File: config.mk
export PLATFORM = sky130hd
export DESIGN_NAME = ibc_bus_control
export DESIGN_NICKNAME = d
export VERILOG_FILES = /design/src/rtl/ibc_pkg.sv /design/src/rtl/ibc_ack_drive.sv /design/src/rtl/ibc_bus_control.sv
export SDC_FILE = /design/constraint.sdc
export NUM_CORES = 1
export LEC_CHECK = 0
export ABC_CLOCK_PERIOD_IN_PS = 1700
export BUFFER_PORTS_ARGS = -buffer_cell sky130_fd_sc_hd__buf_2
export CORE_MARGIN = 3
export CORE_UTILIZATION = 39
export CTS_CLUSTER_DIAMETER = 40
export DETAILED_ROUTE_END_ITERATION = 10
export PLACE_DENSITY_LB_ADDON = 0.1
export SYNTH_ARGS = -nofsm -noshare
export SYNTH_HDL_FRONTEND = slang
export SYNTH_SLANG_ARGS = --single-unit
File: constraint.sdc
create_clock -name core_clk -period 1.7 [get_ports core_clk]
set_clock_uncertainty 0.1 [all_clocks]
set_input_delay 0.255 -clock core_clk [delete_from_list [all_inputs] [get_ports core_clk]]
set_output_delay 0.255 -clock core_clk [all_outputs]
set_load 0.02 [all_outputs]
File: src/rtl/ibc_pkg.sv
// package: register map and field layout of the bus control logic
//
// Operation
// - disable bit set at reset holds the bus engine reset; registers stay accessible
// - status flags carry no meaning while the module is disabled
// - all other control fields have no effect until disable is cleared
// - slave logic waits for the next detected START after enabling
// - master start after enabling mid-byte may corrupt; arbitration settles it
// - interrupt request only when irq enable and bus interrupt flag set
// - clearing irq enable only masks; pending flag stays untouched
// - master select 0 to 1 generates START and enters master mode
// - master select 1 to 0 generates STOP and returns to slave mode
// - arbitration loss clears master select without any STOP
// - direction select: 1 transmit, 0 receive, master and slave
// - receiver drives ack disable value on SDA in data ack slot
// - own address match always acknowledged while enabled and armed by a detected START
// - ack disable used only as receiver, ignored when transmitting
// - writing 1 to repeat start makes repeated START as master; reads 0
// - repeated start while another master owns the bus loses arbitration
// - dma enable drives tx/rx requests when data register needs service
// - dma enabled suppresses byte-complete interrupts, keeps others
// - dma valid only in master mode; no dma for slave transfers
`default_nettype none
package ibc_pkg;

    ////////////////////////////////////////////////////////////////////////
    localparam logic [7:0] BUS_CONTROL_OFS = 8'h00;
    localparam logic [7:0] BUS_STATUS_OFS  = 8'h04;

    localparam int BIT_DISABLE   = 7;
    localparam int BIT_IRQ_EN    = 6;
    localparam int BIT_MASTER    = 5;
    localparam int BIT_DIRECTION = 4;
    localparam int BIT_ACK_DIS   = 3;
    localparam int BIT_RSTART    = 2;
    localparam int BIT_DMA_EN    = 1;

    localparam logic [7:0] BUS_CONTROL_RESET = 8'h80;

    localparam int ST_IRQ_FLAG  = 0;
    localparam int ST_BUSY      = 1;
    localparam int ST_SLAVE_RW  = 2;
    localparam int ST_ARMED     = 3;
    localparam int ST_MASTER    = 4;
    localparam int ST_RS_LOST   = 5;

endpackage
`default_nettype wire

File: src/rtl/ibc_ack_drive.sv
// acknowledge slot driver for the open-drain data line
`timescale 1ns/100ps
`default_nettype none
module ibc_ack_drive (
    input  wire logic core_clk,
    input  wire logic reset,
    input  wire logic enabled,
    input  wire logic ackSlot,
    input  wire logic addrPhase,
    input  wire logic addrMatch,
    input  wire logic slaveArmed,
    input  wire logic receiver,
    input  wire logic ackDisable,
    output var  logic sdaOut,
    output var  logic sdaOe_n
);

    logic driveLow_nxt;

    ////////////////////////////////////////////////////////////////////////
    always_comb begin
        driveLow_nxt = 1'b0;
        if (enabled && ackSlot) begin
            if (addrPhase) begin
                driveLow_nxt = addrMatch && slaveArmed;
            end else if (receiver) begin
                driveLow_nxt = !ackDisable;
            end
        end
    end

    // registered so the pin never glitches on decode
    always_ff @(posedge core_clk or posedge reset) begin
        if (reset) begin
            sdaOut  <= 1'b1;
            sdaOe_n <= 1'b1;
        end else begin
            sdaOut  <= !driveLow_nxt;
            sdaOe_n <= !driveLow_nxt;
        end
    end

    a_ack_released: assert property (@(posedge core_clk) disable iff (reset)
        !enabled |=> sdaOe_n)
        else $error("ack driven while disabled");

    a_addr_acked: assert property (@(posedge core_clk) disable iff (reset)
        enabled && ackSlot && addrPhase && addrMatch && slaveArmed |=> !sdaOe_n && !sdaOut)
        else $error("address match not acknowledged");

endmodule // ibc_ack_drive
`default_nettype wire

File: src/rtl/ibc_bus_control.sv
// bus control register, mode sequencing and apb slave
//
// The address map and the APB slave port were chosen for this implementation.
`timescale 1ns/100ps
`default_nettype none
module ibc_bus_control (
    input  wire logic        core_clk,
    input  wire logic        reset,
    // apb slave
    input  wire logic        psel,
    input  wire logic        penable,
    input  wire logic        pwrite,
    input  wire logic [7:0]  paddr,
    input  wire logic [31:0] pwdata,
    output var  logic [31:0] prdata,
    output var  logic        pready,
    output var  logic        pslverr,
    // status side
    input  wire logic        busIrqFlag,
    input  wire logic        busBusy,
    input  wire logic        startDetect,
    input  wire logic        arbLost,
    input  wire logic        slaveRwFlag,
    input  wire logic        dataNeedWrite,
    input  wire logic        dataNeedRead,
    // acknowledge slot info
    input  wire logic        ackSlot,
    input  wire logic        addrPhase,
    input  wire logic        addrMatch,
    // bus engine commands
    output var  logic        engineReset,
    output var  logic        startPulse,
    output var  logic        stopPulse,
    output var  logic        rstartPulse,
    output var  logic        rstartLost,
    output var  logic        masterMode,
    output var  logic        transmitMode,
    output var  logic        slaveArmed,
    output var  logic        byteIrqSuppress,
    output var  logic        irqReq,
    output var  logic        dmaTxReq,
    output var  logic        dmaRxReq,
    // open-drain data line
    output var  logic        sdaOut,
    output var  logic        sdaOe_n
);

    logic [7:0] control_r;
    logic       master_r;
    logic       armed_r;
    logic       rsLost_r;
    logic       enabled;
    logic       wrCycle;
    logic       rdCycle;
    logic       ctrlWrite;
    logic [7:0] wrByte;
    logic       master_nxt;
    logic       hitCtrl;
    logic       hitStatus;

    function automatic logic fieldOf(input logic [7:0] v, input int pos);
        return v[pos];
    endfunction

    ////////////////////////////////////////////////////////////////////////
    // apb decode, zero wait state
    assign pready  = 1'b1;
    assign wrCycle = psel && penable && pwrite;
    assign rdCycle = psel && penable && !pwrite;
    assign wrByte  = pwdata[7:0];

    always_comb begin
        hitCtrl   = 1'b0;
        hitStatus = 1'b0;
        if (paddr == ibc_pkg::BUS_CONTROL_OFS) begin
            hitCtrl = 1'b1;
        end else if (paddr == ibc_pkg::BUS_STATUS_OFS) begin
            hitStatus = 1'b1;
        end
    end

    assign pslverr   = psel && penable && !(hitCtrl || (hitStatus && !pwrite));
    assign ctrlWrite = wrCycle && hitCtrl;

    ////////////////////////////////////////////////////////////////////////
    // disable holds engine reset
    assign enabled     = !fieldOf(control_r, ibc_pkg::BIT_DISABLE);
    assign engineReset = !enabled;

    always_ff @(posedge core_clk or posedge reset) begin
        if (reset) begin
            control_r <= ibc_pkg::BUS_CONTROL_RESET;
        end else if (ctrlWrite) begin
            control_r <= wrByte;
            control_r[ibc_pkg::BIT_RSTART] <= 1'b0;
            control_r[ibc_pkg::BIT_MASTER] <= master_nxt;
        end else begin
            control_r[ibc_pkg::BIT_MASTER] <= master_nxt;
        end
    end

    ////////////////////////////////////////////////////////////////////////
    // master state follows the register; arbitration loss overrides
    always_comb begin
        master_nxt = control_r[ibc_pkg::BIT_MASTER];
        if (ctrlWrite) begin
            master_nxt = wrByte[ibc_pkg::BIT_MASTER];
        end
        if (!enabled) begin
            master_nxt = ctrlWrite ? wrByte[ibc_pkg::BIT_MASTER] : master_nxt;
        end else if (arbLost || rsLost_r) begin
            master_nxt = 1'b0;
        end
    end

    // master_r tracks the mode actually entered on the bus
    always_ff @(posedge core_clk or posedge reset) begin
        if (reset) begin
            master_r    <= 1'b0;
            startPulse  <= 1'b0;
            stopPulse   <= 1'b0;
        end else begin
            startPulse <= 1'b0;
            stopPulse  <= 1'b0;
            if (!enabled) begin
                master_r <= 1'b0;
            end else if (arbLost) begin
                master_r <= 1'b0;
            end else if (ctrlWrite && wrByte[ibc_pkg::BIT_MASTER] && !master_r) begin
                // start issued blind to a mid-byte bus
                // a disabling write resets the engine, so no mastership is kept
                master_r   <= !wrByte[ibc_pkg::BIT_DISABLE];
                startPulse <= 1'b1;
            end else if (ctrlWrite && !wrByte[ibc_pkg::BIT_MASTER] && master_r) begin
                master_r  <= 1'b0;
                stopPulse <= 1'b1;
            end else if (ctrlWrite && wrByte[ibc_pkg::BIT_DISABLE]) begin
                master_r <= 1'b0;
            end
        end
    end

    assign masterMode = master_r;

    ////////////////////////////////////////////////////////////////////////
    // repeated start handling
    always_ff @(posedge core_clk or posedge reset) begin
        if (reset) begin
            rstartPulse <= 1'b0;
            rsLost_r    <= 1'b0;
        end else begin
            rstartPulse <= 1'b0;
            rsLost_r    <= 1'b0;
            if (enabled && ctrlWrite && wrByte[ibc_pkg::BIT_RSTART]) begin
                if (master_r) begin
                    rstartPulse <= 1'b1;
                end else if (busBusy) begin
                    rsLost_r <= 1'b1;
                end
            end
        end
    end

    assign rstartLost = rsLost_r;

    ////////////////////////////////////////////////////////////////////////
    // slave arming: a byte already in flight is not ours to decode
    always_ff @(posedge core_clk or posedge reset) begin
        if (reset) begin
            armed_r <= 1'b0;
        end else if (!enabled) begin
            armed_r <= 1'b0;
        end else if (startDetect) begin
            armed_r <= 1'b1;
        end
    end

    assign slaveArmed = armed_r;

    ////////////////////////////////////////////////////////////////////////
    // direction select
    assign transmitMode = enabled && fieldOf(control_r, ibc_pkg::BIT_DIRECTION);

    assign irqReq = enabled && fieldOf(control_r, ibc_pkg::BIT_IRQ_EN) && busIrqFlag;

    assign byteIrqSuppress = enabled && fieldOf(control_r, ibc_pkg::BIT_DMA_EN);

    // requests registered as data outputs
    always_ff @(posedge core_clk or posedge reset) begin
        if (reset) begin
            dmaTxReq <= 1'b0;
            dmaRxReq <= 1'b0;
        end else begin
            dmaTxReq <= byteIrqSuppress && master_r && dataNeedWrite;
            dmaRxReq <= byteIrqSuppress && master_r && dataNeedRead;
        end
    end

    ////////////////////////////////////////////////////////////////////////
    // read data, registered at the end of the setup phase
    always_ff @(posedge core_clk or posedge reset) begin
        if (reset) begin
            prdata <= 32'h0000_0000;
        end else if (psel && !penable && !pwrite) begin
            prdata <= 32'h0000_0000;
            if (paddr == ibc_pkg::BUS_CONTROL_OFS) begin
                prdata[7:0] <= control_r;
            end else if (paddr == ibc_pkg::BUS_STATUS_OFS) begin
                prdata[ibc_pkg::ST_IRQ_FLAG] <= busIrqFlag;
                prdata[ibc_pkg::ST_BUSY]     <= busBusy;
                prdata[ibc_pkg::ST_SLAVE_RW] <= slaveRwFlag;
                prdata[ibc_pkg::ST_ARMED]    <= armed_r;
                prdata[ibc_pkg::ST_MASTER]   <= master_r;
                prdata[ibc_pkg::ST_RS_LOST]  <= rsLost_r;
            end
        end
    end

    ////////////////////////////////////////////////////////////////////////
    ibc_ack_drive u_ack (
        .core_clk   (core_clk),
        .reset      (reset),
        .enabled    (enabled),
        .ackSlot    (ackSlot),
        .addrPhase  (addrPhase),
        .addrMatch  (addrMatch),
        .slaveArmed (armed_r),
        .receiver   (!transmitMode),
        .ackDisable (fieldOf(control_r, ibc_pkg::BIT_ACK_DIS)),
        .sdaOut     (sdaOut),
        .sdaOe_n    (sdaOe_n)
    );

    ////////////////////////////////////////////////////////////////////////
    // checks
    a_disable_reset: assert property (@(posedge core_clk) disable iff (reset)
        control_r[ibc_pkg::BIT_DISABLE] |-> engineReset && !masterMode)
        else $error("engine active while disabled");

    a_disabled_quiet: assert property (@(posedge core_clk) disable iff (reset)
        !enabled |=> !startPulse && !stopPulse && !rstartPulse)
        else $error("command issued while disabled");

    a_irq_gate: assert property (@(posedge core_clk) disable iff (reset)
        irqReq == (enabled && control_r[ibc_pkg::BIT_IRQ_EN] && busIrqFlag))
        else $error("interrupt gating wrong");

    a_start_on_set: assert property (@(posedge core_clk) disable iff (reset)
        enabled && ctrlWrite && wrByte[ibc_pkg::BIT_MASTER] && !master_r && !arbLost
        |=> startPulse ##1 !startPulse)
        else $error("start missing");

    a_stop_on_clear: assert property (@(posedge core_clk) disable iff (reset)
        enabled && ctrlWrite && !wrByte[ibc_pkg::BIT_MASTER] && master_r && !arbLost
        |=> stopPulse && !masterMode)
        else $error("stop missing");

    a_lost_no_stop: assert property (@(posedge core_clk) disable iff (reset)
        enabled && arbLost |=> !stopPulse && !masterMode)
        else $error("stop after arbitration loss");

    a_rstart_reads_zero: assert property (@(posedge core_clk) disable iff (reset)
        !control_r[ibc_pkg::BIT_RSTART])
        else $error("repeat start reads as one");

    a_rstart_foreign: assert property (@(posedge core_clk) disable iff (reset)
        enabled && ctrlWrite && wrByte[ibc_pkg::BIT_RSTART] && !master_r && busBusy
        |=> rstartLost && !rstartPulse ##1 !masterMode)
        else $error("foreign repeat start not lost");

    a_dma_master_only: assert property (@(posedge core_clk) disable iff (reset)
        (dmaTxReq || dmaRxReq) |-> $past(master_r) && $past(byteIrqSuppress))
        else $error("dma request outside master dma mode");

    a_arm_on_start: assert property (@(posedge core_clk) disable iff (reset)
        $rose(enabled) && !startDetect |-> !slaveArmed)
        else $error("slave armed before start");

    a_dir_transmit: assert property (@(posedge core_clk) disable iff (reset)
        ctrlWrite && !wrByte[ibc_pkg::BIT_DISABLE] && wrByte[ibc_pkg::BIT_DIRECTION]
        |=> transmitMode)
        else $error("transmit not selected");

    a_dir_receive: assert property (@(posedge core_clk) disable iff (reset)
        ctrlWrite && !wrByte[ibc_pkg::BIT_DISABLE] && !wrByte[ibc_pkg::BIT_DIRECTION]
        |=> !transmitMode)
        else $error("receive not selected");

    a_irq_masked: assert property (@(posedge core_clk) disable iff (reset)
        !control_r[ibc_pkg::BIT_IRQ_EN] |-> !irqReq)
        else $error("interrupt not masked");

    a_dma_off_idle: assert property (@(posedge core_clk) disable iff (reset)
        !control_r[ibc_pkg::BIT_DMA_EN] |=> !dmaTxReq && !dmaRxReq)
        else $error("dma request while dma off");

    a_dma_tx_req: assert property (@(posedge core_clk) disable iff (reset)
        enabled && control_r[ibc_pkg::BIT_DMA_EN] && master_r && dataNeedWrite |=> dmaTxReq)
        else $error("dma transmit request missing");

    a_dma_rx_req: assert property (@(posedge core_clk) disable iff (reset)
        enabled && control_r[ibc_pkg::BIT_DMA_EN] && master_r && dataNeedRead |=> dmaRxReq)
        else $error("dma receive request missing");

    a_disabled_inert: assert property (@(posedge core_clk) disable iff (reset)
        !enabled |-> !transmitMode && !irqReq && !byteIrqSuppress)
        else $error("control field active while disabled");

    a_lost_clears_bit: assert property (@(posedge core_clk) disable iff (reset)
        enabled && arbLost |=> !control_r[ibc_pkg::BIT_MASTER])
        else $error("master bit kept after loss");

    a_rstart_owner: assert property (@(posedge core_clk) disable iff (reset)
        enabled && ctrlWrite && wrByte[ibc_pkg::BIT_RSTART] && master_r |=> rstartPulse)
        else $error("repeated start missing");

    a_ctrl_access: assert property (@(posedge core_clk) disable iff (reset)
        psel && penable && paddr == ibc_pkg::BUS_CONTROL_OFS |-> !pslverr)
        else $error("control register refused");

    a_arm_cleared: assert property (@(posedge core_clk) disable iff (reset)
        !enabled |=> !slaveArmed)
        else $error("slave armed while disabled");

    c_start: cover property (@(posedge core_clk) disable iff (reset) startPulse);
    c_stop: cover property (@(posedge core_clk) disable iff (reset) stopPulse);
    c_rstart: cover property (@(posedge core_clk) disable iff (reset) rstartPulse);
    c_dma_tx: cover property (@(posedge core_clk) disable iff (reset) dmaTxReq);
    c_rs_lost: cover property (@(posedge core_clk) disable iff (reset) rstartLost);

endmodule // ibc_bus_control
`default_nettype wire

==> results.md, run 1 <==
- FP Rows: 20
- Die area: 4130 µm²
- Critical path arrival: 1220 ps
- Finished Core Util: 50.8%
- Number of global-route vias before repair: 909
- Netlist cell types: 28
- Root buf cell: clkbuf_4
- Max_cap viols: 0
- Core Footprint: between 3000 and 4000 µm²
- Antenna diodes: 0
- Final min period: 1570 ps
- Skew-Pair Late Insertion Delay: roughly 300 ps
- GR Util All Layers: 13.5%
- Gr ovfl total: 0
- Seq/Total Area, Yosys: 45.6%
- Final TNS setup: 0 ps
- IO buf count: 53
- Share of cells above drive strength 1: 40.9%
- Crit path max fanout: 3
- Final period util: 92.5%
- Min-delay worst type: primary input to flip-flop
- CTS tree: done
- Clock Sinks: 24
- Largest net degree at the start of global routing: 25
- Final hold violation count: 0
- Final ANT Viol Nets: 0
- RSZ-0062 raised after global routing: no
- Via count: 985
- CP required: approximately 1300 ps
- Starting Density: 42.0%
- Mapped Area: 1320 µm²
- Antenna violations before repair: 0
- Final HPWL DP: 2.18 mm
- Post-synth top area share: 41.6%
- Synth area leader: dfrtp_1
- Maximum VDD drop: roughly 0.00026 V
- Clock buffer depth: 2
- Number of synthesized flops with an enable pin: 0
- Final Setup Violations: 0
- Max Freq: 636 MHz
- DR vias/cell: 4.38
- Final Wtd Congestion: ~0.74
- Synth warn: 0
- Routed WL: 2.70 mm
- DRC marker count from the first detailed-route iteration: 50
- Predominant post-synthesis flop cell: dfrtp_1
- Status: complete, no violations
- Drt first pass iters: 4
- CP Class: flip-flop to primary output
- FF+latch count, synth: 24
- IO Count: between 100 and 150
- CTS H-tree lvls: 1
- Cell with the most instances after synthesis: buf_4
- Async set-reset flop share out of synthesis: between 90% and 100%
- Wirelength per Cell: 12.0 µm
- Die height: 64.3 µm
- Setup slack, reg-to-reg: around 150 ps
- Remaining DRCs: 0
- Power per cell area: 606 nW/µm²
- Clk slew on worst S/H paths: 120 ps
- Post-synthesis area per instance: 10.7 µm²
- CP Capture Type: primary output
- Cells after synthesis: 124
- Max-slew violations: 0
- Num CTS Buffers: 3
- Post-CTS Resized: 0
- Setup crit start kind: flip-flop
- Synth area leaders: dfrtp_1, buf_4, mux2_4
- Static leakage: 0.881 nW
- Nets: 238
- Post-synth top cells: buf_4, dfrtp_1, nand2_1, mux2_4
- Die Span X: 64.3 µm
- First-pass GRT wire length: 4.40 mm
- Area growth, synth to finish: 20.9%
## final timing paths
| kind | start | endpoint | cells after the start |
|---|---|---|---|
| setup / recovery | control_r[7] | irqReq | 3 |
| setup reg to reg | control_r[7] | masterMode | 5 |
| max in group asynchronous | reset | u_ack.sdaOe_n | 4 |
| min in group asynchronous | reset | dmaTxReq | 4 |
| hold / removal | pwdata[5] | stopPulse | 2 |
| hold reg to reg | prdata[2] | prdata[2] | 2 |
## power by group
part | total [W] | internal (W) | switching [W]
combinational | 0.000161 | 0.0000534 | 0.000107
sequential | 0.000580 | 0.000577 | 0.00000353
clock | 0.000229 | 0.0000824 | 0.000146
total | 0.000970 | 0.000713 | 0.000257
## critical path, stage by stage, from the launching register on
cell and delay, ps:
dfstp_2 560, inv_1 70, and3_1 140, buf_2 150
## cell type report
type,count,area [µm²]
clock buffer,3,22.5
sequential,24,603
fill,318,1550
tap,44,55.1
multi-input combinational,89,558
timing repair buffer,62,350
inverter,3,11.3
## placed cells by master (no fill, tap or decap), drive strengths merged, types with 3 or more instances in the layout
cell / count
mux2: 7
o31ai: 6
nor2b: 3
buf: 60
nand2: 15
mux2i: 6
clkbuf: 3
and3: 4
inv: 3
dfrtp: 22
nor4: 3
conb: 25
nor2: 5
nand3: 3
## logic make-up (layout without fill, tap and decap cells)
kind of cell,count (synthesis),after routing,synth area share [%]
flops,24,24,45.6
simple gates,40,40,16.4
compound gates,11,11,6.14
mux,13,13,12.5
other cells,2,25,0.567
buf+inv,34,68,18.8
## per-stage QoR
step                      power (W)  worst slack [ps]  cells  hold WS, ps  cell area, µm²
after CTS                  0.000986               115    225         30.2            1600
after global routing        0.00102              65.3    225         44.7            1600
after floorplan            0.000737               206    147          168            1410
after global placement     0.000746               146    218          209            1540
final                      0.000970               128    225         35.5            1600
after detailed placement   0.000747               138    218          218            1540
## layer usage
| layer | global-route usage (%) | up-vias | wire length (µm) |
|---|---|---|---|
| met2 | 21.3 | 43 | 1320 |
| met3 | 2.46 | 0 | 215 |
| met1 | 18.7 | 455 | 1170 |
| met4 | 4.75 | 0 | 0 |
| met5 | 0 | - | 0 |
| li1 | - | 487 | - |
## sequential cells by signal, indices dropped and copies added (netlist names)
signal         count
startPulse         1
masterMode         1
rstartPulse        1
u_ack.sdaOe_n      1
prdata             8
rstartLost         1
dmaTxReq           1
slaveArmed         1
dmaRxReq           1
stopPulse          1
control_r          7
## what timing repair did
| item | CTS | global route |
|---|---|---|
| setup buffers | 2 | 0 |
| endpoints found under the setup margin | 1 | 0 |
| hold buffers | 2 | 0 |
| endpoints found under the hold margin | 23 | 0 |
Note: power is estimated with default switching activity, not from simulation.
==> run 2: changes to the inputs <==
Settings changed: PLACE_DENSITY from default to 0.87, PLACE_DENSITY_LB_ADDON 0.1 to default.
==> run 2 against run 1 <==
  * Sequential cell count unchanged
  * Hold slack got worse by 26 ps
  * Combinational power about the same
  * First-iteration DRC count decreased by 40%
  * Critical path depth unchanged
  * Via count decreased by 2.5%
  * Clock power increased by 78%
  * Global-route usage decreased by 0.052 points
  * Clock-buffer cell count unchanged
  * Setup slack got worse by 9.3 ps
  * Final cell count increased by 0.44%
  * Die area unchanged
  * Critical endpoint unchanged
  * Highest routed layer is now met4
==> results.md, run 2 (synthesis gave the netlist of run 1 again) <==
- Number of global-route vias before repair: 954 (+5.0%)
- Final Wtd Congestion: 0.748 (+1.6%)
- Max_cap viols: 0 (unchanged)
- Largest Register: prdata
- Most common cell after layout, fill and taps aside: buf_2
- CTS tree: done
- Final hold violation count: 0 (unchanged)
- CP Capture Type: primary output
- Commonest non-fill, non-tap cells in the layout: buf_2, conb_1, dfrtp_1
- Largest regs: prdata: 8 flops, control_r: 7 flops
- Die height: 64.3 µm (unchanged)
- Clk slew on worst S/H paths: 130 ps (about the same)
- Wirelength per Cell: 12.1 µm (+0.88%)
- Routed WL: 2.74 mm (+1.3%)
- Power per cell area: 705 nW/µm² (+16%)
- Final min period: 1580 ps (+9.26 ps)
- IO buf count: 53 (unchanged)
- DR vias/cell: 4.25 (-3.0%)
- Die Span X: 64.3 µm (unchanged)
- Drt first pass iters: 4 (unchanged)
- Nets: 238 (unchanged)
- Final HPWL DP: 2.17 mm (-0.19%)
- Final TNS setup: 0 ps (unchanged)
- Antenna diodes: 0 (unchanged)
- Remaining DRCs: 0 (unchanged)
- Largest net degree at the start of global routing: 25 (unchanged)
- Crit path cell chain: inv_1, and3_1, buf_2
- CP max stage delay: 560 ps (about the same)
- FP Rows: 20 (unchanged)
- Clock buffer depth: 2 (unchanged)
- Final ANT Viol Nets: 0 (unchanged)
- Setup crit start kind: flip-flop
- Num CTS Buffers: 3 (unchanged)
- Overall power: 0.00115 W (+18%)
- Buf/Inv on CP: 2 (unchanged)
- Gr ovfl total: 0 (unchanged)
- Via count: 960 (-2.5%)
- Die area: 4130 µm² (unchanged)
- Max reg flops: 8 (unchanged)
- Root buf cell: clkbuf_4
- Starting Density: 42.0% (unchanged)
- Setup slack, reg-to-reg: 150 ps (about the same)
- Max Freq: 632 MHz (-0.59%)
- Clock Sinks: 24 (unchanged)
- IO Count: 103 (unchanged)
- CP required: 1340 ps (about the same)
- Critical path arrival: 1230 ps (about the same)
- Core Footprint: 3150 µm² (unchanged)
- Delay-heaviest family, CP: flip-flops
- Antenna violations before repair: 0 (unchanged)
- Skew-Pair Late Insertion Delay: 310 ps (about the same)
- Min-delay worst type: primary input to flip-flop
- Fillers: 305 (-4.1%)
- First-pass GRT wire length: 4.42 mm (+0.45%)
- CP Class: flip-flop to primary output
- Status: complete, no violations
- Crit path max fanout: 3 (unchanged)
- Static leakage: 0.895 nW (+1.6%)
- Share of cells above drive strength 1: 41.2% (+0.32 points)
- Area growth, synth to finish: 23.2%
- GR Util All Layers: 13.5% (-0.052 points)
- Final Setup Violations: 0 (unchanged)
- Maximum VDD drop: 0.000323 V (+25%)
- DRC marker count from the first detailed-route iteration: 30 (-40%)
- Slowest CP cell: dfstp_2
- Final period util: 93.0% (+0.54 points)
- Max-slew violations: 0 (unchanged)
- CTS H-tree lvls: 1 (unchanged)
- RSZ-0062 raised after global routing: no
run 2: cell count changes in the layout (fill, tap and decap cells not counted), sizes merged:
| cell | change |
|---|---|
| bufinv | +1 |
run 2: stage by stage:
step,setup slack (ps),hold slack [ps],area [µm²],std cells,utilization (%)
after floorplan,206,168,1410,147,-
after global placement,136,208,1540,218,48.9
after detailed placement,99.8,206,1540,218,48.9
final,118,9.85,1630,226,51.7
after global routing,53.9,18.4,1630,226,51.7
after CTS,103,3.67,1630,226,51.7
run 2: area by class of cell:
cell class / count / area [µm²] / share of cell area, %
sequential: 24 / 603 / 37.0
multi-input combinational: 89 / 558 / 34.2
timing repair buffer: 62 / 350 / 21.5
tap: 44 / 55.1 / 3.38
clock inverter: 1 / 30.0 / 1.84
clock buffer: 3 / 22.5 / 1.38
inverter: 3 / 11.3 / 0.691
run 2: repair_timing:
action	in CTS	in global routing
gates resized for setup	0	0
buffers inserted	2	0
endpoints found under the setup margin	1	0
hold endpoints to repair	23	0
hold buffers	2	0
run 2: layer usage:
layer | GRT usage [%] | wire [µm] | up-vias
li1 | - | - | 491
met1 | 16.5 | 1110 | 424
met2 | 23.7 | 1440 | 42
met3 | 2.46 | 172 | 3
met4 | 4.49 | 19 | 0
met5 | 0 | 0 | -
run 2: worst paths after layout:
kind | startpoint | to | cells after the start
hold reg to reg | prdata[1] | prdata[1] | 2
hold / removal | pwdata[5] | stopPulse | 2
setup reg to reg | control_r[7] | masterMode | 5
max in group asynchronous | reset | control_r[7] | 4
min in group asynchronous | reset | dmaRxReq | 4
setup / recovery | control_r[7] | irqReq | 3
run 2: report_power, final:
part	internal (W)	switching, W
Clock	0.000238	0.000169
Combinational	0.0000534	0.000107
Sequential	0.000577	0.00000353
==> run 3: changes to the inputs <==
Settings changed: CELL_PAD_IN_SITES_DETAIL_PLACEMENT from default to 0, CELL_PAD_IN_SITES_GLOBAL_PLACEMENT from default to 1, CORE_UTILIZATION 39 to 27, PLACE_DENSITY 0.87 to 0.86.
==> run 3 against run 2 <==
  * Core utilization is 15 points lower
  * Highest routed layer unchanged
  * Die area rose by 40%
  * Routed wire length increased by 7.7%
  * Total power grew 7.3%
  * Final area up 1.7%
  * Non-clock buffer count shrank 2
==> results.md, run 3 (synthesis gave the netlist of run 1 again) <==
- Max_cap viols: 0 (unchanged)
- Largest regs: prdata: 8 flops, control_r: 7 flops
- CTS H-tree lvls: 1 (unchanged)
- Number of global-route vias before repair: 1006 (+5.5%)
- Nets: 236 (-0.84%)
- DRC marker count from the first detailed-route iteration: 37 (+23%)
- Max Freq: 622 MHz (-1.6%)
- Clock buffer depth: 2 (unchanged)
- Core Footprint: 4530 µm² (+44%)
- Final Setup Violations: 0 (unchanged)
- Setup crit start kind: flip-flop
- DR vias/cell: 3.94 (-7.2%)
- Antenna diodes: 0 (unchanged)
- Final ANT Viol Nets: 0 (unchanged)
- CP Class: flip-flop to primary output
- Num CTS Buffers: 3 (unchanged)
- Most common cell after layout, fill and taps aside: buf_2
- Placed Area: 1570 µm² (+1.7%)
- Skew-Pair Late Insertion Delay: 260 ps (-50 ps)
- Remaining DRCs: 0 (unchanged)
- Final hold violation count: 0 (unchanged)
- Final Wtd Congestion: 0.732 (-2.1%)
- Share of cells above drive strength 1: 41.1% (-0.098 points)
- Commonest non-fill, non-tap cells in the layout: buf_2, conb_1, dfrtp_1
- GR Util All Layers: 10.3% (-3.2 points)
- FP Rows: 24 (+20%)
- Final TNS setup: 0 ps (unchanged)
- First-pass GRT wire length: 4.83 mm (+9.2%)
- Clock Sinks: 24 (unchanged)
- Root buf cell: clkbuf_8
- Static leakage: 0.893 nW (-0.21%)
- Via count: 966 (+0.63%)
- Wirelength per Cell: 12.0 µm (-0.69%)
- Final period util: 94.5% (+1.5 points)
- Min-delay worst type: primary input to flip-flop
- Max-slew violations: 0 (unchanged)
- Largest net degree at the start of global routing: 25 (unchanged)
- Post-CTS Resized: 0 (unchanged)
- Critical path arrival: 1250 ps (+20 ps)
- Largest Register: prdata
- Antenna violations before repair: 0 (unchanged)
- Power per cell area: 744 nW/µm² (+5.5%)
- Status: complete, no violations
- CP Capture Type: primary output
- Post-route cell area: 1660 µm² (+1.7%)
- RSZ-0062 raised after global routing: no
- IO buf count: 53 (unchanged)
- IO Count: 103 (unchanged)
- CTS tree: done
- Max reg flops: 8 (unchanged)
- Clk slew on worst S/H paths: 90 ps (-40 ps)
- Maximum VDD drop: 0.000258 V (-20%)
- CP required: 1340 ps (about the same)
- Die Span X: 76.0 µm (+18%)
- Final min period: 1610 ps (+25.3 ps)
- Area growth, synth to finish: 25.2%
- Die area: 5780 µm² (+40%)
- Gr ovfl total: 0 (unchanged)
- Fillers: 482 (+58%)
- Crit path max fanout: 6 (+3)
- Starting Density: 29.2% (-13 points)
- Final HPWL DP: 2.31 mm (+6.1%)
- Drt first pass iters: 4 (unchanged)
- Die height: 76.0 µm (+18%)
- Routed WL: 2.95 mm (+7.7%)
-- run 3: changes by cell type in the layout (fill, tap and decap cells not counted) --
cell / previous run / this run
dlygate4sd3_1: 2 / 1
clkbuf_8: 0 / 3
clkbuf_4: 3 / 0
buf_4: 6 / 5
-- run 3: final timing paths --
check	start	endpoint	slack, ps	depth (start not counted)
worst max-delay path	control_r[7]	irqReq	90	3
worst min-delay path	ackSlot	u_ack.sdaOe_n	40	2
worst max register to register	control_r[7]	masterMode	230	4
worst min register to register	prdata[7]	prdata[7]	370	2
max in group asynchronous	reset	control_r[7]	740	4
min in group asynchronous	reset	slaveArmed	480	4
-- run 3: cell type report --
class / instances / area (µm²) / area share, %
Clock buffer: 3 / 41.3 / 2.49
Clock inverter: 1 / 30.0 / 1.81
Inverter: 3 / 11.3 / 0.679
Multi-Input combinational cell: 89 / 558 / 33.7
Sequential cell: 24 / 603 / 36.4
Tap cell: 65 / 81.3 / 4.91
Timing Repair Buffer: 60 / 333 / 20.1
-- run 3: worst max-delay path, cell delays in order, from the launching register on --
cell     delay, ps
dfstp_2        610
inv_1           80
and3_1         140
buf_2          150
-- run 3: metrics by stage --
step / instances / worst slack, ps / hold WS, ps / util (%) / power (W)
after global placement: 239 / 130 / 219 / 34.6 / 0.000747
final: 245 / 93.0 / 36.8 / 36.6 / 0.00123
after global routing: 245 / 36.7 / 43.7 / 36.6 / 0.00129
after detailed placement: 239 / 108 / 217 / 34.6 / 0.000749
after floorplan: 147 / 206 / 168 / - / 0.000737
after CTS: 244 / 6.87 / 31.5 / 36.4 / 0.00125
-- run 3: routing by layer --
| metal | global-route usage [%] | part of all wire, % | vias up |
|---|---|---|---|
| met2 | 18.0 | 51 | 35 |
| met1 | 12.1 | 40 | 449 |
| li1 | - | - | 480 |
| met4 | 2.72 | 0.64 | 0 |
| met5 | 0 | 0 | - |
| met3 | 3.43 | 8.0 | 2 |
-- run 3: repair_timing --
| item | 4_1_cts | 5_1_grt |
|---|---|---|
| hold buffers | 1 | 0 |
| endpoints found under the setup margin | 0 | 1 |
| hold endpoints to repair | 22 | 0 |
| buffers inserted | 0 | 1 |
-- run 3: power breakdown --
group | switching, W | internal, W
clock network | 0.000179 | 0.000315
logic | 0.000107 | 0.0000515
registers | 0.00000390 | 0.000577
